**src/shared/ufoj_pkg.sv**
```systemverilog
// Package with widths, encodings, reset values and carriers of the unary file ops and jump block.
package ufoj_pkg;

  // ----------------------------------------------------------------
  // Widths and field positions
  // ----------------------------------------------------------------
  localparam int unsigned UFOJ_IW      = 14;
  localparam int unsigned UFOJ_DW      = 8;
  localparam int unsigned UFOJ_FW      = 7;
  localparam int unsigned UFOJ_KW      = 11;
  localparam int unsigned UFOJ_PCW     = 13;
  localparam int unsigned UFOJ_OP_HI   = 13;
  localparam int unsigned UFOJ_OP_LO   = 8;
  localparam int unsigned UFOJ_JOP_LO  = 11;
  localparam int unsigned UFOJ_DST_BIT = 7;
  localparam int unsigned UFOJ_ULJ_HI  = 4;
  localparam int unsigned UFOJ_ULJ_LO  = 3;

  // ----------------------------------------------------------------
  // Opcode encodings
  // ----------------------------------------------------------------
  localparam logic [5:0] UFOJ_OPC_INVERT     = 6'h09;
  localparam logic [5:0] UFOJ_OPC_MINUS_ONE  = 6'h03;
  localparam logic [5:0] UFOJ_OPC_PLUS_ONE   = 6'h0a;
  localparam logic [5:0] UFOJ_OPC_MINUS_SKIP = 6'h0b;
  localparam logic [5:0] UFOJ_OPC_PLUS_SKIP  = 6'h0f;
  localparam logic [2:0] UFOJ_OPC_JUMP       = 3'h5;

  // ----------------------------------------------------------------
  // Reset values and destination encoding
  // ----------------------------------------------------------------
  localparam logic [UFOJ_PCW-1:0] UFOJ_PC_RST   = 13'h0000;
  localparam logic [UFOJ_DW-1:0]  UFOJ_ACC_RST  = 8'h00;
  localparam logic                UFOJ_ZERO_RST = 1'b0;
  localparam logic                UFOJ_DST_ACC  = 1'b0;

  // ----------------------------------------------------------------
  // Types
  // ----------------------------------------------------------------
  typedef enum logic [2:0] {
    UFOJ_ALU_PASS  = 3'h0,
    UFOJ_ALU_INV   = 3'h1,
    UFOJ_ALU_MINUS = 3'h2,
    UFOJ_ALU_PLUS  = 3'h3
  } ufoj_alu_op_t;

  typedef enum logic [1:0] {
    UFOJ_ST_EXEC    = 2'b01,
    UFOJ_ST_DISCARD = 2'b10
  } ufoj_state_t;

  typedef struct packed {
    logic               dest;
    logic [UFOJ_FW-1:0] faddr;
    logic [UFOJ_KW-1:0] imm;
  } ufoj_fields_t;

  typedef struct packed {
    logic               we;
    logic [UFOJ_FW-1:0] addr;
    logic [UFOJ_DW-1:0] data;
  } ufoj_file_wr_t;

endpackage : ufoj_pkg

```
**src/verilog/ufoj_alu.sv**
```systemverilog
// Eight-bit unary arithmetic unit with zero detect.
`timescale 1ns/1ps
module ufoj_alu
  import ufoj_pkg::*;
(
  input  wire ufoj_alu_op_t       op_in,
  input  wire logic [UFOJ_DW-1:0] operand_in,
  output logic      [UFOJ_DW-1:0] result_out,
  output logic                    zero_out
);

  localparam logic [UFOJ_DW-1:0] ONE = 8'h01;

  wire [UFOJ_DW-1:0] inv_w   = ~operand_in;
  wire [UFOJ_DW-1:0] minus_w = operand_in - ONE;
  wire [UFOJ_DW-1:0] plus_w  = operand_in + ONE;

  always_comb begin
    case (op_in)
      UFOJ_ALU_INV:   result_out = inv_w;
      UFOJ_ALU_MINUS: result_out = minus_w;
      UFOJ_ALU_PLUS:  result_out = plus_w;
      default:        result_out = operand_in;
    endcase
  end

  assign zero_out = (result_out == '0);

endmodule : ufoj_alu

```
**src/verilog/ufoj_core.sv**
```systemverilog
// Execution unit for invert, minus-one, plus-one, both skip variants and the absolute jump.
//
// Overview of operation
// - Invert-register writes the bitwise inverse of register 0..127, updating zero.
// - Destination bit 0 sends result to accumulator, 1 writes it back to register.
// - Minus-one-register subtracts one, writes selected destination, updates zero flag.
// - Plus-one-register adds one, writes selected destination, updates zero flag.
// - Jump loads immediate into counter bits 10:0, latch bits 4:3 into 12:11.
// - Jump is always taken and changes no status flag.
// - Jump takes two cycles; the second discards the already fetched instruction.
// - Minus-one-with-skip changes no flag; zero result makes next cycle a no-op.
// - Plus-one-with-skip changes no flag; zero result makes next cycle a no-op.
// - Nonzero skip result runs the next instruction; skip takes one cycle, two when a zero result discards the next.
`timescale 1ns/1ps
module ufoj_core
  import ufoj_pkg::*;
(
  input  wire logic                 clk_sys_in,
  input  wire logic                 rst_b_in,
  input  wire logic                 instr_valid_in,
  input  wire logic [UFOJ_IW-1:0]   instr_in,
  input  wire logic [UFOJ_DW-1:0]   file_rdata_in,
  input  wire logic [UFOJ_DW-1:0]   upper_jump_latch_in,
  output logic      [UFOJ_FW-1:0]   file_raddr_out,
  output ufoj_file_wr_t             file_wr_out,
  output logic      [UFOJ_DW-1:0]   accumulator_out,
  output logic                      zero_flag_out,
  output logic      [UFOJ_PCW-1:0]  program_counter_out,
  output logic                      discard_cycle_out
);

  // ----------------------------------------------------------------
  // Constants
  // ----------------------------------------------------------------
  localparam logic [UFOJ_PCW-1:0] PC_STEP = 13'h0001;

  // Bit range of the opcode field that the jump opcode occupies.
  localparam int unsigned OPC_TOP = UFOJ_OP_HI - UFOJ_OP_LO;
  localparam int unsigned OPC_JLO = UFOJ_JOP_LO - UFOJ_OP_LO;

  // A unary opcode that also matched the jump field would decode twice.
  localparam logic UNARY_HITS_JUMP =
    (UFOJ_OPC_INVERT[OPC_TOP:OPC_JLO]     == UFOJ_OPC_JUMP) ||
    (UFOJ_OPC_MINUS_ONE[OPC_TOP:OPC_JLO]  == UFOJ_OPC_JUMP) ||
    (UFOJ_OPC_PLUS_ONE[OPC_TOP:OPC_JLO]   == UFOJ_OPC_JUMP) ||
    (UFOJ_OPC_MINUS_SKIP[OPC_TOP:OPC_JLO] == UFOJ_OPC_JUMP) ||
    (UFOJ_OPC_PLUS_SKIP[OPC_TOP:OPC_JLO]  == UFOJ_OPC_JUMP);

  // Two unary instructions sharing one opcode could never both be reached.
  localparam logic UNARY_DUPLICATE =
    (UFOJ_OPC_INVERT     == UFOJ_OPC_MINUS_ONE)  ||
    (UFOJ_OPC_INVERT     == UFOJ_OPC_PLUS_ONE)   ||
    (UFOJ_OPC_INVERT     == UFOJ_OPC_MINUS_SKIP) ||
    (UFOJ_OPC_INVERT     == UFOJ_OPC_PLUS_SKIP)  ||
    (UFOJ_OPC_MINUS_ONE  == UFOJ_OPC_PLUS_ONE)   ||
    (UFOJ_OPC_MINUS_ONE  == UFOJ_OPC_MINUS_SKIP) ||
    (UFOJ_OPC_MINUS_ONE  == UFOJ_OPC_PLUS_SKIP)  ||
    (UFOJ_OPC_PLUS_ONE   == UFOJ_OPC_MINUS_SKIP) ||
    (UFOJ_OPC_PLUS_ONE   == UFOJ_OPC_PLUS_SKIP)  ||
    (UFOJ_OPC_MINUS_SKIP == UFOJ_OPC_PLUS_SKIP);

  // ----------------------------------------------------------------
  // Decode
  // ----------------------------------------------------------------
  ufoj_state_t   state_q;
  ufoj_state_t   state_d;
  ufoj_fields_t  fields_w;
  ufoj_alu_op_t  alu_op_w;
  ufoj_file_wr_t file_wr_q;
  ufoj_file_wr_t file_wr_d;

  logic [UFOJ_PCW-1:0] pc_q;
  logic [UFOJ_PCW-1:0] pc_d;
  logic [UFOJ_DW-1:0]  acc_q;
  logic [UFOJ_DW-1:0]  acc_d;
  logic                zero_q;
  logic                zero_d;
  logic [UFOJ_DW-1:0]  result_w;
  logic                result_zero_w;

  wire [5:0] opc_w  = instr_in[UFOJ_OP_HI:UFOJ_OP_LO];
  wire [2:0] jopc_w = instr_in[UFOJ_OP_HI:UFOJ_JOP_LO];

  assign fields_w.dest  = instr_in[UFOJ_DST_BIT];
  assign fields_w.faddr = instr_in[UFOJ_FW-1:0];
  assign fields_w.imm   = instr_in[UFOJ_KW-1:0];

  wire exec_w     = instr_valid_in && (state_q == UFOJ_ST_EXEC);
  wire discard_w  = instr_valid_in && (state_q == UFOJ_ST_DISCARD);
  wire is_inv_w   = exec_w && (opc_w == UFOJ_OPC_INVERT);
  wire is_minus_w = exec_w && (opc_w == UFOJ_OPC_MINUS_ONE);
  wire is_plus_w  = exec_w && (opc_w == UFOJ_OPC_PLUS_ONE);
  wire is_msk_w   = exec_w && (opc_w == UFOJ_OPC_MINUS_SKIP);
  wire is_psk_w   = exec_w && (opc_w == UFOJ_OPC_PLUS_SKIP);
  wire is_jump_w  = exec_w && (jopc_w == UFOJ_OPC_JUMP);

  wire is_skip_w  = is_msk_w || is_psk_w;
  wire is_unary_w = is_inv_w || is_minus_w || is_plus_w || is_skip_w;
  wire flag_upd_w = is_inv_w || is_minus_w || is_plus_w;
  wire to_file_w  = is_unary_w && (fields_w.dest != UFOJ_DST_ACC);
  wire to_acc_w   = is_unary_w && (fields_w.dest == UFOJ_DST_ACC);
  wire skip_hit_w = is_skip_w && result_zero_w;

  assign alu_op_w = is_inv_w                 ? UFOJ_ALU_INV   :
                    (is_minus_w || is_msk_w) ? UFOJ_ALU_MINUS :
                    (is_plus_w  || is_psk_w) ? UFOJ_ALU_PLUS  :
                                               UFOJ_ALU_PASS;

  wire [UFOJ_PCW-1:0] jump_target_w = {upper_jump_latch_in[UFOJ_ULJ_HI:UFOJ_ULJ_LO],
                                       fields_w.imm};

  // ----------------------------------------------------------------
  // Arithmetic
  // ----------------------------------------------------------------
  ufoj_alu u_alu (
    .op_in      (alu_op_w),
    .operand_in (file_rdata_in),
    .result_out (result_w),
    .zero_out   (result_zero_w)
  );

  // ----------------------------------------------------------------
  // Next state
  // ----------------------------------------------------------------
  always_comb begin
    state_d = state_q;
    case (state_q)
      UFOJ_ST_EXEC: begin
        if (is_jump_w || skip_hit_w) begin
          state_d = UFOJ_ST_DISCARD;
        end
      end
      UFOJ_ST_DISCARD: begin
        if (discard_w) begin
          state_d = UFOJ_ST_EXEC;
        end
      end
      default: state_d = UFOJ_ST_EXEC;
    endcase
  end

  // The counter names the next fetch; a jump loads the target and the
  // discard cycle that follows steps past it like any other cycle.
  assign pc_d = is_jump_w      ? jump_target_w :
                instr_valid_in ? pc_q + PC_STEP :
                                 pc_q;

  assign acc_d  = to_acc_w   ? result_w      : acc_q;
  assign zero_d = flag_upd_w ? result_zero_w : zero_q;

  assign file_wr_d.we   = to_file_w;
  assign file_wr_d.addr = fields_w.faddr;
  assign file_wr_d.data = result_w;

  // ----------------------------------------------------------------
  // Registers
  // ----------------------------------------------------------------
  always_ff @(posedge clk_sys_in or negedge rst_b_in) begin
    if (!rst_b_in) begin
      state_q   <= UFOJ_ST_EXEC;
      pc_q      <= UFOJ_PC_RST;
      acc_q     <= UFOJ_ACC_RST;
      zero_q    <= UFOJ_ZERO_RST;
      file_wr_q <= '0;
    end else begin
      state_q   <= state_d;
      pc_q      <= pc_d;
      acc_q     <= acc_d;
      zero_q    <= zero_d;
      file_wr_q <= file_wr_d;
    end
  end

  // ----------------------------------------------------------------
  // Outputs
  // ----------------------------------------------------------------
  assign file_raddr_out      = fields_w.faddr;
  assign file_wr_out         = file_wr_q;
  assign accumulator_out     = acc_q;
  assign zero_flag_out       = zero_q;
  assign program_counter_out = pc_q;
  assign discard_cycle_out   = (state_q == UFOJ_ST_DISCARD);

  // ----------------------------------------------------------------
  // Elaboration checks
  // ----------------------------------------------------------------
  // The decode above assumes that the package fields tile one instruction word.
  if (UFOJ_OP_HI != UFOJ_IW - 1) begin : g_bad_op_hi
    $error("Opcode field must end at the top bit of the instruction word.");
  end

  if (UFOJ_OP_HI - UFOJ_OP_LO + 1 != $bits(UFOJ_OPC_INVERT)) begin : g_bad_op_w
    $error("Opcode field width must match the unary opcode encodings.");
  end

  if (UFOJ_OP_HI - UFOJ_JOP_LO + 1 != $bits(UFOJ_OPC_JUMP)) begin : g_bad_jop_w
    $error("Jump opcode field width must match the jump encoding.");
  end

  if (UFOJ_JOP_LO != UFOJ_KW) begin : g_bad_imm
    $error("Jump immediate must fill the word below the jump opcode.");
  end

  if (UFOJ_DST_BIT != UFOJ_FW) begin : g_bad_dest
    $error("Destination bit must sit directly above the register field.");
  end

  if (UFOJ_DST_BIT >= UFOJ_OP_LO) begin : g_bad_dest_pos
    $error("Destination bit must lie below the opcode field.");
  end

  if (UFOJ_ULJ_HI >= UFOJ_DW || UFOJ_ULJ_HI < UFOJ_ULJ_LO) begin : g_bad_latch
    $error("Upper jump latch bits must form a range inside the latch.");
  end

  if (UFOJ_KW + UFOJ_ULJ_HI - UFOJ_ULJ_LO + 1 != UFOJ_PCW) begin : g_bad_pc_w
    $error("Immediate and latch bits must together fill the program counter.");
  end

  if (UNARY_HITS_JUMP) begin : g_bad_overlap
    $error("A unary opcode must not fall inside the jump opcode range.");
  end

  if (UNARY_DUPLICATE) begin : g_bad_dup
    $error("Unary opcodes must all be distinct.");
  end

  if ($countones(UFOJ_ST_EXEC) != 1 || $countones(UFOJ_ST_DISCARD) != 1) begin : g_bad_state
    $error("State codes must be one-hot.");
  end

endmodule : ufoj_core
```
**config.mk**
```make
export PLATFORM = sky130hd
export DESIGN_NAME = ufoj_core
export DESIGN_NICKNAME = d
export VERILOG_FILES = /design/src/shared/ufoj_pkg.sv /design/src/verilog/ufoj_alu.sv /design/src/verilog/ufoj_core.sv
export SDC_FILE = /design/constraint.sdc
export NUM_CORES = 1
export LEC_CHECK = 0
export BUFFER_PORTS_ARGS = -buffer_cell sky130_fd_sc_hd__clkbuf_2
export CORE_ASPECT_RATIO = 0.75
export CORE_UTILIZATION = 34
export DETAILED_ROUTE_END_ITERATION = 10
export SYNTH_ARGS = -nofsm -noshare
export SYNTH_HDL_FRONTEND = slang
export SYNTH_SLANG_ARGS = --single-unit
```
**constraint.sdc**
```tcl
create_clock -name clk_sys_in -period 7.58 [get_ports clk_sys_in]
set_input_delay 1.516 -clock clk_sys_in [delete_from_list [all_inputs] [get_ports clk_sys_in]]
set_output_delay 1.516 -clock clk_sys_in [all_outputs]
set_load 0.005 [all_outputs]
```
### Word-level counts from Yosys, hierarchy flattened

Index checks and enable logic that the tools add are counted.
Widths: inputs -> output; s select.

* mux-type cells: 9
* reduce and logical (&&, ||, !) cells: 21
* eq/ne operators: 13
* bitwise operators: 2
* add/subtract/negate cells: 3

Operator list (number)
* $mux 13: 2
* $eq 6x4->1 const B: 4
* $pmux 8 s3: 1
* $add 13x1->13 const B: 1
* $logic_and 1x1->1: 11
* $mux 2: 5
* $add 8x1->8 const B: 1
* $logic_not 8->1: 1
* $not 8->8: 1
* $sub 8x1->8 const B: 1
* $logic_or 1x1->1: 7
* $eq 2x2->1 const B: 3
* $eq 6x2->1 const B: 1
* $eq 2x1->1 const B: 2
* $ne 2x1->1 const B: 2
* $pmux 2 s2: 1
* $eq 3x3->1 const B: 1
* $reduce_and 2->1: 1
* $reduce_bool 2->1: 1
* $not 1->1: 1

* bits of input ports: 33
* bits in registers: 40
* logic and storage cells: 55
* output and inout port bits: 46

### Depth between registers and ports, before layout

* word-level depth: 14
* gate-level depth with buffers: 12
* depth with buffers taken out: 12

### Hierarchy

Synthesis repeated with hierarchy kept, for this count alone.

* cells, all modules: 235
* area total of the unflattened synthesis: 2399.8 um^2

By module, submodules not included
* ufoj_core: cells an instance 165, times used 1, seq. area each 1002.2 um^2, area each 1883.1 um^2
* ufoj_alu: cells an instance 70, times used 1, seq. area each 0.0 um^2, area each 516.7 um^2

### Worst setup path before layout

Ideal clock, no wire load.

* kind: input to register
* start point: input port instr_in[8]
* end point: register state_q[0]
* setup slack: 3.613 ns
* arrival: 3.885 ns
* cell stages on the path: 11
* setup time: 0.082 ns
* required time: 7.498 ns
* cells stage by stage: buf_2 xnor2_1 nand4_1 ha_1 o21ai_0 a21oi_1 o31a_1 xor2_1 a221oi_1 nand4b_1 o31a_1

* cells in the longest elaborated chain, start to end: 13
* elaborated cells on any way between the ends: 25
* those cells by class: eq/ne (9); mux (4); reduce/logical (12)

RTL lines
* start, declared: RTL line ufoj_core.sv:21 `input wire logic [UFOJ_IW-1:0] instr_in,`
* $eq 6x4->1, on equally long branches: RTL line ufoj_core.sv:92, ufoj_core.sv:94
* $logic_and 1x1->1, on equally long branches: RTL line ufoj_core.sv:92, ufoj_core.sv:94
* $logic_or 1x1->1: RTL line ufoj_core.sv:106 `(is_plus_w || is_psk_w) ? UFOJ_ALU_PLUS :`
* $mux 2: RTL line ufoj_core.sv:106
* $mux 2: RTL line ufoj_core.sv:105 `(is_minus_w || is_msk_w) ? UFOJ_ALU_MINUS :`
* $mux 2: RTL line ufoj_core.sv:104 `assign alu_op_w = is_inv_w ? UFOJ_ALU_INV :`
* $eq 2x2->1 / $eq 2x1->1 (equally long branches): RTL line ufoj_alu.sv:19 `case (op_in)`
* $pmux 8 s3: RTL line ufoj_alu.sv:19
* $logic_not 8->1: RTL line ufoj_alu.sv:27 `assign zero_out = (result_out == '0);`
* $logic_and 1x1->1 (*): RTL line ufoj_core.sv:102 `wire skip_hit_w = is_skip_w && result_zero_w;`
* $logic_or 1x1->1 (*): RTL line ufoj_core.sv:129 `if (is_jump_w || skip_hit_w) begin`
* $ne 2x1->1 (no line) (*)
* $reduce_and 2->1 (no line) (*)
* end signal, assigned: RTL line ufoj_core.sv:166 `state_q <= state_d;`
* end, declared: RTL line ufoj_core.sv:65 `ufoj_state_t state_q;`

Every way passes the cells marked *; elsewhere a longest branch is shown, timed or not.
A chain may end at the register's enable or synchronous reset.

### Final worst setup path

* start point: input port instr_valid_in
* end point: register state_q[0]

* cells in the longest elaborated chain, start to end: 13
* elaborated cells on any way between the ends: 24
* those cells by class: eq/ne (5); mux (4); reduce/logical (15)

RTL lines
* start, declared: RTL line ufoj_core.sv:20 `input wire logic instr_valid_in,`
* $logic_and 1x1->1: RTL line ufoj_core.sv:88 `wire exec_w = instr_valid_in && (state_q == UFOJ_ST_EXEC);`
* $logic_and 1x1->1, on equally long branches: RTL line ufoj_core.sv:92, ufoj_core.sv:94
* $logic_or 1x1->1: RTL line ufoj_core.sv:106
* $mux 2: RTL line ufoj_core.sv:106
* $mux 2: RTL line ufoj_core.sv:105
* $mux 2: RTL line ufoj_core.sv:104
* $eq 2x2->1 / $eq 2x1->1 (equally long branches): RTL line ufoj_alu.sv:19
* $pmux 8 s3: RTL line ufoj_alu.sv:19
* $logic_not 8->1: RTL line ufoj_alu.sv:27
* $logic_and 1x1->1: RTL line ufoj_core.sv:102
* $logic_or 1x1->1: RTL line ufoj_core.sv:129
* $ne 2x1->1 (no line)
* $reduce_and 2->1 (no line) (*)

Marks and branches as above.

==> impl_metrics.py <==
metrics = {
    "run_status": {
        "status": "finished, final reports clean",
    },
    "global_route": {
        "antenna_found_initial": 0,
        "grt_pass1_vias": 1641,
        "grt_max_degree": 41,
        "grtUsageTotal_pct": 15.6,
        "grt_first_pass_wirelength_um": 8210,
        "grt_overflow": 0,
    },
    "worst_hold_path": {
        "holdCritPathClass": "register to register",
    },
    "pwr": {
        "switching_share_pct": 31.2,
        "ir_worst_vdd_v": 0.0000701,
        "p_switching_uw": 193,
        "intPower_uw": 427,
        "powerDensity_nw_per_um2": 231,
        "fin_total_pwr_uw": 621,
        "clockPowerShare_pct": 27.5,
        "p_comb_share_pct": 24.7,
        "seq_power_share_pct": 47.8,
        "p_leak_nw": 1.28,
    },
    "routing": {
        "drt_wl_total_um": 5140,
        "remaining_drc_errors": 0,
        "drt_iter0_drc": 124,
        "num_vias": 1924,
        "antenna_left": 0,
        "detail_route.wl_per_cell_um": 13.5,
        "viasPerCell": 5.06,
        "dr.pass1.iters": 4,
    },
    "worst_setup_path": {
        "start_kind": "input pin",
        "end_kind": "register",
        "crit_path_end": "state_q[0]",
        "rr_startpoint": "state_q[0]",
        "worstRegToRegCells": 11,
        "arrival_ns": 4.88,
        "rrSetupSlack_ns": 4.02,
        "path_class": "input pin to register",
        "cp_max_fo": 23,
        "startpoint": "instr_valid_in",
        "required_ns": 7.80,
        "r2r-end": "state_q[0]",
    },
    "floorplanning": {
        "core_area_um2": 6290,
        "die_h_um": 71.8,
        "dieArea_um2": 6820,
        "io_pins": 79,
        "rows": 25,
        "fp.dieW_um": 95.0,
        "start_util_pct": 35.1,
    },
    "clock_network": {
        "numCtsBuffers": 5,
        "clock-root-buffer": "clkbuf_8",
        "post_cts_buffers": 0,
        "htree_levels": 2,
        "cts_sinks": 40,
        "postCtsHoldBufs": 0,
        "post_cts_resized": 0,
        "cts_tree": "done",
        "insertion_delay_ns": 0.28,
        "clk_pin_slew_ns": 0.08,
        "clock_path_buffers": 2,
    },
    "sta": {
        "worst_pin_slew_ns": 0.987,
        "finalSetupViolCount": 0,
        "setup_tns_ns": 0,
        "fin_skew_ns": 0.00359,
        "hold_viol": 0,
        "fin_crit_ns": 4.67,
        "finalMaxSlewViolations": 0,
        "slew_headroom_pct": 34.2,
        "rsz0062_at_grt": "false",
        "fmax_mhz": 214,
        "whs_ns": 0.481,
        "fin_crit_sh_pct": 61.6,
    },
    "placed_design": {
        "io_buffers": 72,
        "dp_hpwl_um": 3890,
        "gp_congestion": 0.815,
    },
    "run": {
        "drv_cap": 0,
    },
    "synth": {
        "synthFlopType": "dfrtp_1",
        "netlist-cell-type-count": 41,
        "yosysSeqAreaShare_pct": 45.4,
        "ys_ff_latch": 40,
        "syn_inst": 235,
        "syn_nets": 276,
        "synthArstFlopShare_pct": 100,
        "synth.cell_area_um2": 2210,
        "synth_edf_count": 0,
        "syn_avg_cell_area_um2": 9.39,
        "synth_warnings": 0,
    },
    "cells_and_area": {
        "layout.nets": 339,
        "area_delta_synth_final_pct": 21.6,
        "drive_above_1_share_pct": 30.1,
        "fin_util_pct": 42.7,
        "antennaDiodeCount": 0,
    },
}
power groups by stage:
stage,Combinational (mW),Sequential [mW],Clock [mW]
3_3_place_gp,0.152,0.299,0
4_1_cts,0.156,0.297,0.176
3_5_place_dp,0.155,0.301,0
5_1_grt,0.174,0.303,0.183
2_1_floorplan,0.0789,0.297,0
6_report,0.153,0.297,0.170
layout by cell type, fill, tap and decap left out, drive strengths merged, types with 3 or more instances in the layout:
cell,synthesis,routed
nand3,6,6
a21oi,23,23
inv,10,10
xnor2,4,4
dfrtp,39,39
xor2,8,8
and3,3,3
o22ai,3,3
mux2,5,5
ha,7,7
clkbuf,6,78
o21ai,17,17
nand4,9,9
nor2,16,16
a221o,3,3
nor3,4,4
nand3b,3,3
nand2b,3,3
nand2,26,26
nor2b,5,5
worst max-delay path, cell delays in order:
cell and delay, ns:
clkbuf_2 0.37, nand2_1 0.12, nor3_1 0.27, nand4_1 0.38, ha_1 0.48, o21ai_0 0.18
a21oi_1 0.06, o31a_1 0.24, xor2_1 0.14, a221oi_1 0.52, nand4b_1 0.26, o31a_1 0.33
cell type report:
class                      count  area, um^2
timing repair buffer          72         360
clock inverter                 2        35.0
tap                           81         101
clock buffer                   6        72.6
inverter                      10        37.5
multi-input combinational    169        1070
sequential                    40        1000
fill                         658        3600
worst min path at each step:
stage | start | cells past startpoint | to
3_3_place_gp | zero_flag_out | 2 | zero_flag_out
2_1_floorplan | zero_flag_out | 2 | zero_flag_out
6_report | zero_flag_out | 2 | zero_flag_out
3_5_place_dp | zero_flag_out | 2 | zero_flag_out
4_1_cts | zero_flag_out | 2 | zero_flag_out
5_1_grt | zero_flag_out | 2 | zero_flag_out
cell families (layout without fill, tap and decap cells):
group | Yosys count | count (layout) | synth area share (%)
multiplexers | 5 | 5 | 2.55
XOR/XNOR | 12 | 12 | 4.76
AO/OA/AOI/OAI | 60 | 60 | 16.7
buffers and inverters | 26 | 90 | 5.90
adder cells (fa/ha/maj) | 8 | 8 | 4.88
flip-flops | 40 | 40 | 45.4
AND/OR/NAND/NOR | 84 | 84 | 19.8
routing by layer:
metal,global-route usage [%],wire (um),vias up
li1,-,-,960
met2,22.7,2300,51
met3,2.76,216,0
met1,23.9,2620,913
met4,3.54,0,0
met5,0,0,-
registers in the layout, indices dropped and copies added, names as in the netlist:
name	flops
accumulator_out	8
file_wr_out	16
program_counter_out	13
state_q	2
zero_flag_out	1
stage by stage:
| step | setup WS (ns) | cells | area [um^2] |
|---|---|---|---|
| 2_1_floorplan | 3.61 | 235 | 2210 |
| 3_3_place_gp | 2.64 | 372 | 2570 |
| 3_5_place_dp | 2.57 | 372 | 2570 |
| 4_1_cts | 2.88 | 380 | 2680 |
| 5_1_grt | 2.60 | 380 | 2680 |
| 6_report | 2.91 | 380 | 2680 |
Yosys cell counts, types with 5 or more instances:
cell type	count	share of area, %
nand2_1	26	4.4
inv_1	10	1.7
clkbuf_1	6	1.0
ha_1	7	4.0
mux2_2	5	2.6
dfrtp_1	39	44
nand3_1	6	1.4
o21ai_0	17	3.9
nand4_1	9	2.6
xor2_1	8	3.2
a21oi_1	23	5.2
nor2_1	15	2.6
buf_4	8	2.7
Power figures use the tool's default switching activity.
